**src/inc/prpi_pkg.sv**
```systemverilog
package prpi_pkg;
	localparam int COMP_W         = 6;
	localparam int PIX_W          = 3 * COMP_W;
	localparam int R_LSB          = 2 * COMP_W;
	localparam int G_LSB          = COMP_W;
	localparam int B_LSB          = 0;
	localparam int H_ACTIVE       = 640;
	localparam int V_ACTIVE       = 480;
	localparam int X_W            = 10;
	localparam int Y_W            = 9;
	localparam int CNT_W          = 10;
	// 750 x 515 at 20 MHz pixel rate keeps the refresh above 50 Hz
	localparam int H_TOTAL        = 750;
	localparam int H_SYNC         = 96;
	localparam int H_START        = 104;
	localparam int V_TOTAL        = 515;
	localparam int V_SYNC         = 2;
	localparam int V_START        = 34;
	localparam int CLK_PERIOD_NS  = 25;
	localparam int PIX_DIV        = 2;
	localparam int MIN_FRAME_HZ   = 50;
	localparam int MAX_FRAME_NS   = 1000000000 / MIN_FRAME_HZ;
	localparam int FRAME_CYCLES   = H_TOTAL * V_TOTAL * PIX_DIV;
	localparam int FIFO_DEPTH     = 8;
	localparam logic [CNT_W-1:0] CNT_ZERO = 10'h000;
	typedef enum logic {PRPI_POS_DEFAULT, PRPI_POS_ENABLE} prpi_hpos_t;
endpackage : prpi_pkg

```
**src/inc/prpi_link_if.sv**
```systemverilog
`timescale 1ns/1ps
interface prpi_link_if;
	logic                            pixel_sample_clock;
	logic                            hsync_n;
	logic                            vsync_n;
	logic                            pixel_valid_window;
	logic [prpi_pkg::COMP_W-1:0]     red_component_bus;
	logic [prpi_pkg::COMP_W-1:0]     green_component_bus;
	logic [prpi_pkg::COMP_W-1:0]     blue_component_bus;
	logic                            scan_rightward;
	logic                            scan_downward;

	modport ctrl (
		output pixel_sample_clock,
		output hsync_n,
		output vsync_n,
		output pixel_valid_window,
		output red_component_bus,
		output green_component_bus,
		output blue_component_bus,
		output scan_rightward,
		output scan_downward
	);

	modport panel (
		input pixel_sample_clock,
		input hsync_n,
		input vsync_n,
		input pixel_valid_window,
		input red_component_bus,
		input green_component_bus,
		input blue_component_bus,
		input scan_rightward,
		input scan_downward
	);
endinterface : prpi_link_if

```
**src/rtl/prpi_panel.sv**
```systemverilog
`timescale 1ns/1ps
module prpi_panel (
	input  wire logic                       clk,
	input  wire logic                       sys_rst,
	prpi_link_if.panel                      link,
	output logic                            pix_valid,
	output logic [prpi_pkg::X_W-1:0]        pix_x,
	output logic [prpi_pkg::Y_W-1:0]        pix_y,
	output logic [prpi_pkg::PIX_W-1:0]      pix_rgb,
	output logic                            line_start,
	output logic                            frame_start,
	output logic                            default_pos,
	output logic                            enable_fault
);
	localparam int CW = prpi_pkg::CNT_W;
	localparam int XW = prpi_pkg::X_W;
	localparam int YW = prpi_pkg::Y_W;
	localparam logic [XW-1:0] X_LAST = XW'(prpi_pkg::H_ACTIVE - 1);
	localparam logic [YW-1:0] Y_LAST = YW'(prpi_pkg::V_ACTIVE - 1);
	localparam logic [CW-1:0] XA     = CW'(prpi_pkg::H_ACTIVE);
	localparam logic [CW-1:0] YA     = CW'(prpi_pkg::V_ACTIVE);
	localparam logic [CW-1:0] HA0    = CW'(prpi_pkg::H_START);
	localparam logic [CW-1:0] HA1    = CW'(prpi_pkg::H_START + prpi_pkg::H_ACTIVE);
	localparam logic [CW-1:0] VA0    = CW'(prpi_pkg::V_START);
	localparam logic [CW-1:0] VA1    = CW'(prpi_pkg::V_START + prpi_pkg::V_ACTIVE);
	localparam logic [CW-1:0] CNT_MAX = '1;

	logic                  pclk_prev_r;
	logic                  hs_prev_r;
	logic                  vs_prev_r;
	logic                  de_prev_r;
	logic [CW-1:0]         hcnt_r;
	logic [CW-1:0]         vcnt_r;
	logic [CW-1:0]         xcnt_r;
	logic [CW-1:0]         yde_r;
	logic                  de_in_frame_r;
	prpi_pkg::prpi_hpos_t  hpos_r;

	// Only the rising pixel clock edge samples the bus
	wire tick       = link.pixel_sample_clock & ~pclk_prev_r;
	wire de         = link.pixel_valid_window;
	wire line_go    = tick & hs_prev_r & ~link.hsync_n;
	wire frame_go   = tick & vs_prev_r & ~link.vsync_n;
	wire de_rise    = tick & de & ~de_prev_r;
	wire de_fall    = tick & ~de & de_prev_r;
	// The enable rise positions its own pixel, not only the ones after it
	wire by_enable  = (hpos_r == prpi_pkg::PRPI_POS_ENABLE) | de_rise;

	// Enable-positioned pixel: counts from the enable rise, capped at one line
	wire [CW-1:0] x_en   = de_rise ? prpi_pkg::CNT_ZERO : xcnt_r;
	wire          en_act = de & (x_en < XA) & (yde_r < YA);
	wire          en_over = tick & de & ~de_rise & (xcnt_r >= XA);
	// Built-in position: fixed window after the syncs
	wire          df_act = (hcnt_r >= HA0) && (hcnt_r < HA1) &&
	                       (vcnt_r >= VA0) && (vcnt_r < VA1);
	wire [CW-1:0] x_df   = hcnt_r - HA0;
	wire [CW-1:0] y_df   = vcnt_r - VA0;

	wire          act    = tick & (by_enable ? en_act : df_act);
	wire [XW-1:0] x_raw  = by_enable ? x_en[XW-1:0] : x_df[XW-1:0];
	wire [YW-1:0] y_raw  = by_enable ? yde_r[YW-1:0] : y_df[YW-1:0];
	wire [XW-1:0] x_scan = link.scan_rightward ? x_raw : X_LAST - x_raw;
	wire [YW-1:0] y_scan = link.scan_downward ? y_raw : Y_LAST - y_raw;
	wire [prpi_pkg::PIX_W-1:0] rgb_bus = {link.red_component_bus,
	                                      link.green_component_bus,
	                                      link.blue_component_bus};

	// Position source: any enable rise selects it; a whole frame with the enable low drops it
	wire frame_no_de = frame_go & ~de_in_frame_r;

	always_ff @(posedge clk or posedge sys_rst) begin
		if (sys_rst) begin
			pclk_prev_r <= 1'b0;
			hs_prev_r   <= 1'b1;
			vs_prev_r   <= 1'b1;
			de_prev_r   <= 1'b0;
		end else begin
			pclk_prev_r <= link.pixel_sample_clock;
			if (tick) begin
				hs_prev_r <= link.hsync_n;
				vs_prev_r <= link.vsync_n;
				de_prev_r <= de;
			end
		end
	end

	always_ff @(posedge clk or posedge sys_rst) begin
		if (sys_rst) begin
			hcnt_r <= CNT_MAX;
			vcnt_r <= CNT_MAX;
		end else begin
			// The sync-fall pixel is position 0, so the next sampled one is 1
			if (line_go)
				hcnt_r <= CW'(1);
			else if (tick && hcnt_r != CNT_MAX)
				hcnt_r <= hcnt_r + 1'b1;
			if (frame_go)
				vcnt_r <= prpi_pkg::CNT_ZERO;
			else if (line_go && vcnt_r != CNT_MAX)
				vcnt_r <= vcnt_r + 1'b1;
		end
	end

	always_ff @(posedge clk or posedge sys_rst) begin
		if (sys_rst) begin
			xcnt_r <= CNT_MAX;
			yde_r  <= prpi_pkg::CNT_ZERO;
		end else begin
			if (de_rise)
				xcnt_r <= CW'(1);
			else if (tick && de && xcnt_r != CNT_MAX)
				xcnt_r <= xcnt_r + 1'b1;
			if (frame_go)
				yde_r <= prpi_pkg::CNT_ZERO;
			else if (de_fall && yde_r != CNT_MAX)
				yde_r <= yde_r + 1'b1;
		end
	end

	always_ff @(posedge clk or posedge sys_rst) begin
		if (sys_rst) begin
			hpos_r        <= prpi_pkg::PRPI_POS_DEFAULT;
			de_in_frame_r <= 1'b0;
		end else begin
			if (de_rise)
				hpos_r <= prpi_pkg::PRPI_POS_ENABLE;
			else if (frame_no_de)
				hpos_r <= prpi_pkg::PRPI_POS_DEFAULT;
			// A sampled high enable wins over the frame-start clear
			if (tick && de)
				de_in_frame_r <= 1'b1;
			else if (frame_go)
				de_in_frame_r <= 1'b0;
		end
	end

	always_ff @(posedge clk or posedge sys_rst) begin
		if (sys_rst) begin
			pix_valid    <= 1'b0;
			pix_x        <= '0;
			pix_y        <= '0;
			pix_rgb      <= '0;
			line_start   <= 1'b0;
			frame_start  <= 1'b0;
			default_pos  <= 1'b1;
			enable_fault <= 1'b0;
		end else begin
			pix_valid   <= act;
			line_start  <= line_go;
			frame_start <= frame_go;
			default_pos <= ~by_enable;
			if (act) begin
				pix_x   <= x_scan;
				pix_y   <= y_scan;
				pix_rgb <= rgb_bus;
			end
			// Sticky; set wins over the clear at the next frame start
			if (en_over)
				enable_fault <= 1'b1;
			else if (frame_go)
				enable_fault <= 1'b0;
		end
	end
endmodule : prpi_panel

```
**src/flat_wrapper.sv**
```systemverilog
// flat-port wrapper written by rule: the top's interface ports become plain ports
module prpi_panel_flat 
  (clk, sys_rst, pix_valid, pix_x, pix_y, pix_rgb, line_start, frame_start, default_pos, enable_fault, link_pixel_sample_clock, link_hsync_n, link_vsync_n, link_pixel_valid_window, link_red_component_bus, link_green_component_bus, link_blue_component_bus, link_scan_rightward, link_scan_downward);
  prpi_link_if link_i ();
  input  wire logic clk;
  input  wire logic sys_rst;
  output logic pix_valid;
  output logic [prpi_pkg::X_W-1:0] pix_x;
  output logic [prpi_pkg::Y_W-1:0] pix_y;
  output logic [prpi_pkg::PIX_W-1:0] pix_rgb;
  output logic line_start;
  output logic frame_start;
  output logic default_pos;
  output logic enable_fault;
  input wire logic [$bits(link_i.pixel_sample_clock)-1:0] link_pixel_sample_clock;
  input wire logic [$bits(link_i.hsync_n)-1:0] link_hsync_n;
  input wire logic [$bits(link_i.vsync_n)-1:0] link_vsync_n;
  input wire logic [$bits(link_i.pixel_valid_window)-1:0] link_pixel_valid_window;
  input wire logic [$bits(link_i.red_component_bus)-1:0] link_red_component_bus;
  input wire logic [$bits(link_i.green_component_bus)-1:0] link_green_component_bus;
  input wire logic [$bits(link_i.blue_component_bus)-1:0] link_blue_component_bus;
  input wire logic [$bits(link_i.scan_rightward)-1:0] link_scan_rightward;
  input wire logic [$bits(link_i.scan_downward)-1:0] link_scan_downward;
  assign link_i.pixel_sample_clock = link_pixel_sample_clock;
  assign link_i.hsync_n = link_hsync_n;
  assign link_i.vsync_n = link_vsync_n;
  assign link_i.pixel_valid_window = link_pixel_valid_window;
  assign link_i.red_component_bus = link_red_component_bus;
  assign link_i.green_component_bus = link_green_component_bus;
  assign link_i.blue_component_bus = link_blue_component_bus;
  assign link_i.scan_rightward = link_scan_rightward;
  assign link_i.scan_downward = link_scan_downward;
  prpi_panel u_core (.clk(clk), .sys_rst(sys_rst), .link(link_i), .pix_valid(pix_valid), .pix_x(pix_x), .pix_y(pix_y), .pix_rgb(pix_rgb), .line_start(line_start), .frame_start(frame_start), .default_pos(default_pos), .enable_fault(enable_fault));
endmodule
```
**config.mk**
```make
export PLATFORM = sky130hd
export DESIGN_NAME = prpi_panel_flat
export DESIGN_NICKNAME = d
export VERILOG_FILES = /design/src/inc/prpi_pkg.sv /design/src/inc/prpi_link_if.sv /design/src/rtl/prpi_panel.sv /design/src/flat_wrapper.sv
export SDC_FILE = /design/constraint.sdc
export NUM_CORES = 1
export LEC_CHECK = 0
export BUFFER_PORTS_ARGS = -buffer_cell sky130_fd_sc_hd__buf_2
export CORE_MARGIN = 1.5
export CORE_UTILIZATION = 43
export DETAILED_ROUTE_END_ITERATION = 10
export HOLD_SLACK_MARGIN = 0.12
export PLACE_DENSITY_LB_ADDON = 0.15
export SLEW_MARGIN = 10
export SYNTH_ARGS = -nofsm -noshare
export SYNTH_HDL_FRONTEND = slang
export SYNTH_SLANG_ARGS = --single-unit
```
**constraint.sdc**
```tcl
create_clock -name clk -period 4.29 [get_ports clk]
set_input_delay 0.858 -clock clk [delete_from_list [all_inputs] [get_ports clk]]
set_output_delay 0.858 -clock clk [all_outputs]
set_load 0.05 [all_outputs]
```
# ---- Yosys cells after proc, flatten, opt, wreduce, memory -nomap -nowiden
# Cells that the tools add are included.
dict set report word_totals {
  reg_bits 88
  input_bits 26
  out_inout_bits 42
  elab_cells 95
}
dict set report classes {
  n_addsub 8
  magnitude_cmp 7
  eq_ne 4
  n_mux 19
  bitwise 24
  n_reduce_logical 15
}
# op count
set op_table {}
lappend op_table {{$mux W10} 11}
lappend op_table {{$add A10 B1 Y10 const B} 4}
lappend op_table {{$ne A10 B10 Y1 const B} 4}
lappend op_table {{$lt A10 B10 Y1 const B} 3}
lappend op_table {{$mux W9} 2}
lappend op_table {{$and A1 B1 Y1} 15}
lappend op_table {{$reduce_bool A2 Y1} 7}
lappend op_table {{$ge A10 B10 Y1 const B} 1}
lappend op_table {{$ge A10 B6 Y1 const B} 1}
lappend op_table {{$ge A10 B7 Y1 const B} 1}
lappend op_table {{$lt A10 B9 Y1 const B} 1}
lappend op_table {{$sub A10 B10 Y10 const A} 1}
lappend op_table {{$sub A10 B7 Y10 const B} 1}
lappend op_table {{$sub A9 B6 Y9 const B} 1}
lappend op_table {{$sub A9 B9 Y9 const A} 1}
lappend op_table {{$logic_and A1 B1 Y1} 8}
lappend op_table {{$not A1 Y1} 8}
lappend op_table {{$mux W1} 6}
lappend op_table {{$or A1 B1 Y1} 1}

# ---- Depth between registers and ports, before layout
# Gate-level depths: netlist (run 1).
dict set report logic_depth {
  ltp_word 10
  ltp_mapped 10
  depth_no_buf 10
}

# ---- Least setup slack after synthesis (run 1)
# OpenSTA, ideal clock, no wires.
dict set report synth_timing {
  path_type {in2reg}
  from {in link_pixel_sample_clock}
  to {reg u_core.pix_y[6] (netlist name)}
  setup_time_ps 125
  arrival_time_ps 2438
  required_ps 4165
  slack_ps 1727
  path_stages 7
  n_path_buf 1
  cell_sequence {nor4bb_1 > clkbuf_1 > nor2_1 > mux2_2 > ha_1 > o21ai_0 > mux2_4}
}
dict set report synth_between {
  elab_cells_between_ends 13
  cone_classes {add/sub (1); order compare (1); mux (4); bitwise (7)}
}
# item line_no
set synth_lines {}
lappend synth_lines {{start, declared} flat_wrapper.sv:15} ;# input wire logic [$bits(link_i.pixel_sample_clock)-1:0] link_pixel_sample_clock;
lappend synth_lines {{$and A1 B1 Y1} prpi_panel.sv:40} ;# wire tick = link.pixel_sample_clock & ~pclk_prev_r;
lappend synth_lines {{$and A1 B1 Y1 (2 in a row)} prpi_panel.sv:44} ;# wire de_rise = tick & de & ~de_prev_r;
lappend synth_lines {{$or A1 B1 Y1} prpi_panel.sv:47} ;# wire by_enable = (hpos_r == prpi_pkg::PRPI_POS_ENABLE) | de_rise;
lappend synth_lines {{$mux W9} prpi_panel.sv:61} ;# wire [YW-1:0] y_raw = by_enable ? yde_r[YW-1:0] : y_df[YW-1:0];
lappend synth_lines {{named net u_core.y_raw[5]} prpi_panel.sv:61}
lappend synth_lines {{$sub A9 B9 Y9} prpi_panel.sv:63} ;# wire [YW-1:0] y_scan = link.scan_downward ? y_raw : Y_LAST - y_raw;
lappend synth_lines {{$mux W9} prpi_panel.sv:63}
lappend synth_lines {{end signal, assigned} prpi_panel.sv:154} ;# pix_y <= y_scan;
lappend synth_lines {{end, declared} prpi_panel.sv:8} ;# output logic [prpi_pkg::Y_W-1:0] pix_y,
# The timed path passes the listed nets, and every way through them passes these cells.
# A chain may end at the register's enable or synchronous reset.

# ---- Worst setup path in the final report (run 1)
dict set report layout_timing {
  from {reg u_core.hcnt_r[3]}
  to {reg u_core.pix_rgb[12] (netlist name)}
}
dict set report layout_between {
  elab_chain_len 6
  elab_cells_between_ends 7
  cone_classes {order compare (2); mux (1); bitwise (1); reduce/logical (3)}
}
# item line_no
set layout_lines {}
lappend layout_lines {{start, declared} prpi_panel.sv:32} ;# logic [CW-1:0] hcnt_r;
lappend layout_lines {{start signal, assigned} prpi_panel.sv:96} ;# hcnt_r <= hcnt_r + 1'b1;
lappend layout_lines {{$ge A10 B7 Y1 / $lt A10 B10 Y1 (equally long branches)} prpi_panel.sv:54} ;# wire df_act = (hcnt_r >= HA0) && (hcnt_r < HA1) &&
lappend layout_lines {{$logic_and A1 B1 Y1 * (2 in a row)} prpi_panel.sv:54}
lappend layout_lines {{$logic_and A1 B1 Y1 *} prpi_panel.sv:55} ;# (vcnt_r >= VA0) && (vcnt_r < VA1);
lappend layout_lines {{$mux W1 *} prpi_panel.sv:59} ;# wire act = tick & (by_enable ? en_act : df_act);
lappend layout_lines {{$and A1 B1 Y1 *} prpi_panel.sv:59}
lappend layout_lines {{end signal, assigned} prpi_panel.sv:155} ;# pix_rgb <= rgb_bus;
lappend layout_lines {{end, declared} prpi_panel.sv:9} ;# output logic [prpi_pkg::PIX_W-1:0] pix_rgb,
# Mark *: on every way between the ends. The rest lies on a longest branch, timed or not.

==> run_results.csv, run 1 <==
group,metric,value,unit
sta,finalSetupTns,0,ps
grt,grt_max_degree,58,
final_layout,final_cells,647,
sta,max_freq,0.336,GHz
status,status,"completed",
min_path,min_path_type,"flop to flop",
grt,grt_overflow,0,
clock_tree,cts_sinks,88,
worst_setup_path,path_max_fanout,38,
floorplanning,rows,38,
clock_tree,clock-root-buffer,"clkbuf_8",
sta,worst_slew_pin_slew,1150,ps
floorplanning,fp.dieW,108,µm
grt,grt_pass1_vias,3106,
detailed_routing,top_layer_used,"met4",
final_layout,nets,541,
clock_tree,tritoncts,"built",
final_layout,n_antenna_cell,0,
detailed_routing,wl_per_cell,14.6,µm
synthesis,netlist_area,4720,µm²
synthesis,ys.flop_type,"dfrtp_1",
sta,min_period_over_period,0.694,
synthesis,synth_cells,440,
clock_tree,numCtsBuffers,9,
worst_setup_path,cpPeakStageDelay,630,ps
min_path,worstHoldPathCells,1,
synthesis,synth_cell_types,52,
run,cap_violations,0,
sta,min_period,2980,ps
synthesis,ys.warnings.count,0,
final_layout,multi_input_area,2320,µm²
sta,skew,7.75,ps
sta,finalHoldViolations,0,
power,peakVddDrop,0.000382,V
synthesis,syn_area_per_cell,10.7,µm²
worst_setup_path,crit_chain,"ha_1 > or4b_1 > a21o_1 > a22oi_1 > o2111ai_2 > a21oi_4 > buf_4 > mux2_2",
place,dpl.cell_count,631,
grt,track_usage,0.177,
sta,fin_ws,1310,ps
final_layout,layout-drive-gt1-share,0.335,
grt,grt_pass1_wl,16000,µm
clock_tree,cts_hold_buf,0,
detailed_routing,routedLengthMet1,4300,µm
synthesis,synth_edf_count,0,
floorplanning,start_util,0.438,
worst_setup_path,cp-end-kind,"flop",
synthesis,synth_seq_cells,88,
worst_setup_path,cp_data_required_time,4540,ps
clock_tree,cts_resized,0,
detailed_routing,firstDrtPassIters,4,
synthesis,async_flop_share,1.00,
clock_tree,postCtsSetupBuffers,0,
clock_tree,cts_buffer_depth,2,
worst_setup_path,worstPathArrival,3230,ps
power,leakagePower,0.00240,µW
floorplanning,die-area,11600,µm²
synthesis,synth.yosys.seq_area_share,0.475,
final_layout,syn_to_final_growth,13.9,%
final_layout,final-seq-area,2240,µm²
worst_setup_path,slowest_stage,"dfstp_2",
power,total_power,3210,µW
synthesis,synth_area_leader_cell,"dfrtp_1",
floorplanning,io_pins,68,
sta,finalMaxSlewViolations,0,
place,hpwl,6740,µm
sta,max_slew_margin,0.221,
detailed_routing,drc,0,
detailed_routing,vias,3237,
detailed_routing,wl_met2,4800,µm
detailed_routing,wl_met3,276,µm
sta,hold_slack,505,ps
detailed_routing,final_antenna_net_count,0,
worst_setup_path,reg2reg_depth,8,
synthesis,syn_nets,479,
place,dpl_worst_slack,1220,ps
detailed_routing,via_per_inst,5.00,
worst_setup_path,path_class,"flop to flop",
floorplanning,die_h,108,µm
floorplanning,core_area,10800,µm²
clock_tree,htreeDepth,3,
grt,antenna_found_initial,0,
sta,rsz0062_at_grt,"false",
clock_tree,clkLatencyLatePin,360,ps
detailed_routing,routed_wl,9470,µm
clock_tree,clkTransAtPathRegs,80,ps
synthesis,synth_top_area_frac,0.291,
detailed_routing,first_iter_violations,122,
sta,setup_violations,0,
power,p_per_area,597,nW/µm²
worst_setup_path,start_kind,"flop",
place,portBuffers,67,
place,place_congestion,0.785,
final_layout,nFillCells,987,
synthesis,synth_area_leaders,"dfrtp_1 (29%), dfstp_2 (18%), xnor2_1 (6.1%)",
[power breakdown]
part	internal, µW	switching [µW]
clock	300	292
sequential	1080	192
combinational	469	874
total	1850	1360
[final timing paths]
| path | from | endpoint | slack [ps] |
|---|---|---|---|
| setup / recovery | u_core.hcnt_r[3]$_DFFE_PP1P_ | u_core.pix_rgb[12]$_DFFE_PP0P_ | 1310 |
| hold / removal | u_core.pix_rgb[14]$_DFFE_PP0P_ | u_core.pix_rgb[14]$_DFFE_PP0P_ | 500 |
| max in group asynchronous | sys_rst | u_core.vcnt_r[3]$_DFFE_PP1P_ | 2580 |
| min in group asynchronous | sys_rst | u_core.pix_x[5]$_DFFE_PP0P_ | 690 |
| setup reg to reg | u_core.hcnt_r[3]$_DFFE_PP1P_ | u_core.pix_rgb[12]$_DFFE_PP0P_ | 1310 |
| hold reg to reg | u_core.pix_rgb[14]$_DFFE_PP0P_ | u_core.pix_rgb[14]$_DFFE_PP0P_ | 500 |
[registers in the layout, indices dropped and copies added (netlist names), 9 cells and up]
| signal | flops |
|---|---|
| u_core.pix_x | 10 |
| u_core.vcnt_r | 10 |
| u_core.xcnt_r | 10 |
| u_core.hcnt_r | 10 |
| u_core.pix_rgb | 18 |
| u_core.pix_y | 9 |
| u_core.yde_r | 10 |
[per-layer routing]
layer,GRT usage,up-vias
li1,-,1608
met1,0.230,1585
met2,0.295,37
met3,0.0508,7
met4,0.0395,0
met5,0,-
[per-stage QoR]
stage | util | area, µm²
floorplan | - | 4720
global placement | 0.480 | 5180
detailed placement | 0.480 | 5180
CTS | 0.499 | 5380
global route | 0.499 | 5380
finish | 0.499 | 5380
[kinds of logic (layout without fill, tap and decap cells)]
kind of cell / after synthesis / in the layout / synth area share
adders and majority gates: 13 / 13 / 0.0344
and+or+nand+nor: 149 / 149 / 0.153
AOI/OAI and AO/OA: 41 / 41 / 0.0588
xor gates and xnor gates: 60 / 60 / 0.111
buffers and inverters: 40 / 107 / 0.0403
DFF: 88 / 88 / 0.475
muxes: 49 / 49 / 0.128
[cells in the mapped netlist (11+ instances only)]
library cell and count:
nand2_1 35, nor2_1 64, mux2_2 23, o21ai_0 11, dfrtp_1 55, xor2_1 27, dfstp_2 33, clkbuf_1 13
xnor2_1 33, mux2_4 17, ha_1 13, nand3_1 11, inv_1 18
[area by class of cell]
class,count,share of cell area
multi-input combinational,312,0.430
sequential,88,0.417
timing repair buffer,73,0.0707
tap,140,0.0325
clock buffer,13,0.0295
inverter,18,0.0128
clock inverter,3,0.00744
[worst max-delay path, delay by kind of cell (launching register included)]
family | cells | cell delay, ps
AOI/OAI and AO/OA | 4 | 730
DFF | 1 | 630
buffers and inverters | 1 | 500
and+or+nand+nor | 1 | 440
muxes | 1 | 400
adders and majority gates | 1 | 160
[placed cells by master (no fill, tap or decap), types with 6 or more instances in the layout]
cell type  count
nand2b_1       6
mux2_2        23
buf_2         67
buf_4          6
xor2_1        27
a21oi_1        6
nand3_1       11
mux2i_1        9
xnor2_1       33
o21ai_0       11
nor2_1        64
dfstp_2       33
dfrtp_1       55
nand4_1        8
inv_1         17
mux2_4        17
nand2_1       35
clkbuf_8      11
ha_1          13
Power figures use the tool's default switching activity.
==> run 2: changes to the inputs <==
Clock period 4.29 ns to 2.5 ns, I/O delays scaled along.
==> run 2 against run 1 <==
Effect of this change:
- setup slack got worse by 1400 ps
- sequential cell count did not move
- combinational power up 96%
- critical path type unchanged
- the flow now finishes with violations (setup timing)
- total power increased by 76%
- design area is 6.7% higher
- via count grew 2.6%
- cell count is 3.7% higher
- global-route usage grew 0.76 points
- clock power up 56%
- critical path depth rose by 1
- count of clock-buffer cells in the layout increased by 1
- largest power group unchanged
==> run_results.csv, run 2 (same netlist as run 1, synthesis figures left out) <==
group,metric,value,unit
worst_setup_path,cp_data_required_time,2760,ps
grt,grt_pass1_wl,16600,µm
detailed_routing,firstDrtPassIters,5,
floorplanning,die-area,11600,µm²
clock_tree,clkLatencyLatePin,380,ps
final_layout,layout-drive-gt1-share,0.369,
worst_setup_path,start_kind,"flop",
sta,rsz0062_at_grt,"true",
detailed_routing,vias,3322,
worst_setup_path,path_max_fanout,6,
detailed_routing,drc,0,
worst_setup_path,reg2reg_slack,-60,ps
power,total_power,5660,µW
min_path,min_path_type,"primary input to async pin",
power,p_per_area,985,nW/µm²
grt,grt_pass1_vias,3512,
floorplanning,fp.dieW,108,µm
place,place_area,5340,µm²
status,status,"complete, but fails checks",
grt,grt_overflow,0,
final_layout,design_area,5740,µm²
detailed_routing,via_per_inst,4.95,
final_layout,mostFrequentLayoutCell,"buf_2",
place,place_congestion,0.830,
grt,grt_max_degree,36,
sta,min_period_over_period,1.02,
sta,max_freq,0.391,GHz
clock_tree,clock-root-buffer,"clkbuf_8",
final_layout,largest_reg_flops,18,
worst_setup_path,path_class,"flop to flop",
run,cap_violations,0,
floorplanning,start_util,0.438,
clock_tree,cts_buffer_depth,2,
grt,track_usage,0.185,
detailed_routing,wl_per_cell,15.0,µm
final_layout,nFillCells,972,
detailed_routing,routed_wl,10100,µm
final_layout,regMostFlops,"u_core.pix_rgb",
worst_setup_path,reg2reg_depth,9,
worst_setup_path,r2r_end,"u_core.pix_x[0]$_DFFE_PP0P_",
floorplanning,rows,38,
worst_setup_path,r2r-start,"u_core.hcnt_r[3]$_DFFE_PP1P_",
final_layout,n_antenna_cell,0,
sta,setup_violations,35,
power,peakVddDrop,0.000690,V
detailed_routing,first_iter_violations,87,
clock_tree,cts_hold_buf,0,
grt,antenna_found_initial,0,
place,hpwl,7060,µm
sta,finalMaxSlewViolations,0,
floorplanning,die_h,108,µm
sta,max_slew_margin,0.553,
floorplanning,core_area,10800,µm²
clock_tree,tritoncts,"built",
clock_tree,numCtsBuffers,9,
sta,finalSetupTns,-1480,ps
floorplanning,io_pins,68,
status,violations,"setup timing",
place,portBuffers,67,
detailed_routing,final_antenna_net_count,0,
sta,skew,9.01,ps
sta,worst_slew_pin_slew,669,ps
clock_tree,htreeDepth,3,
final_layout,nets,565,
worst_setup_path,worstPathArrival,2820,ps
final_layout,syn_to_final_growth,21.6,%
clock_tree,cts_sinks,88,
power,leakagePower,0.00259,µW
sta,min_period,2560,ps
sta,finalHoldViolations,0,
sta,fin_ws,-55.4,ps
clock_tree,clkTransAtPathRegs,90,ps
final_layout,final_cell_mix,"buf_2 (67), nor2_1 (64), dfrtp_1 (55)",
worst_setup_path,cp-end-kind,"flop",
[run 2: changes by cell type in the layout (fill, tap and decap cells not counted), sizes merged]
cell and change:
bufinv -1, clkbuf +3, buf +22, clkinvlp +1
clkinv -1
[run 2: layout make-up]
type / count / area (µm²) / area share
Multi-Input combinational cell: 312 / 2400 / 0.419
Clock buffer: 14 / 163 / 0.0283
Sequential cell: 88 / 2240 / 0.391
Clock inverter: 2 / 13.8 / 0.00240
Inverter: 18 / 71.3 / 0.0124
Timing Repair Buffer: 97 / 673 / 0.117
Tap cell: 140 / 175 / 0.0305
[run 2: timing repair]
| action | CTS | global route |
|---|---|---|
| cloned | 1 | 2 |
| endpoints found under the hold margin | 0 | 0 |
| gates resized for setup | 6 | 32 |
| buffers inserted | 2 | 2 |
| endpoints found under the setup margin | 36 | 36 |
| pin swaps | 0 | 4 |
[run 2: through the flow]
step           instances  hold WS, ps  setup slack [ps]  utilization
2_1_floorplan        440          506              2.83            -
3_3_place_gp         650          487             -44.8        0.495
3_5_place_dp         650          491             -86.7        0.495
4_1_cts              669          196             -87.6        0.517
5_1_grt              671          256              -133        0.532
6_report             671          204             -55.4        0.532
[run 2: worst max-delay path: stages (launching register included)]
cell	delay [ps]
dfstp_2	560
ha_4	120
or4b_4	450
a21o_1	180
a22oi_2	170
o2111ai_2	150
a21oi_4	200
buf_12	160
clkbuf_16	160
mux2_4	290
[run 2: worst max-delay path by stage]
| stage | from | end | slack (ps) | cells past startpoint |
|---|---|---|---|---|
| 3_3_place_gp | u_core.hcnt_r[3]$_DFFE_PP1P_ | u_core.pix_rgb[10]$_DFFE_PP0P_ | -40 | 8 |
| 5_1_grt | u_core.hcnt_r[3]$_DFFE_PP1P_ | u_core.pix_y[7]$_DFFE_PP0P_ | -130 | 10 |
| 2_1_floorplan | u_core.hcnt_r[3]$_DFFE_PP1P_ | u_core.pix_x[0]$_DFFE_PP0P_ | 3 | 9 |
| 6_report | u_core.hcnt_r[3]$_DFFE_PP1P_ | u_core.pix_x[0]$_DFFE_PP0P_ | -60 | 9 |
| 4_1_cts | u_core.hcnt_r[3]$_DFFE_PP1P_ | u_core.pix_rgb[15]$_DFFE_PP0P_ | -90 | 9 |
| 3_5_place_dp | u_core.hcnt_r[3]$_DFFE_PP1P_ | u_core.pix_rgb[4]$_DFFE_PP0P_ | -90 | 8 |
[run 2: power breakdown]
group	internal [µW]	switching [µW]	total (µW)	leakage, µW
registers	1860	253	2110	0.00102
logic	973	1650	2620	0.00148
clock network	418	505	922	0.0000907
[run 2: per-layer routing]
metal | wire length (µm) | vias up | share of wire | global-route usage
met3 | 260 | 12 | 0.026 | 0.0527
li1 | - | 1651 | - | -
met1 | 4550 | 1622 | 0.45 | 0.217
met5 | 0 | - | 0 | 0
met2 | 5100 | 37 | 0.51 | 0.326
met4 | 174 | 0 | 0.017 | 0.0592
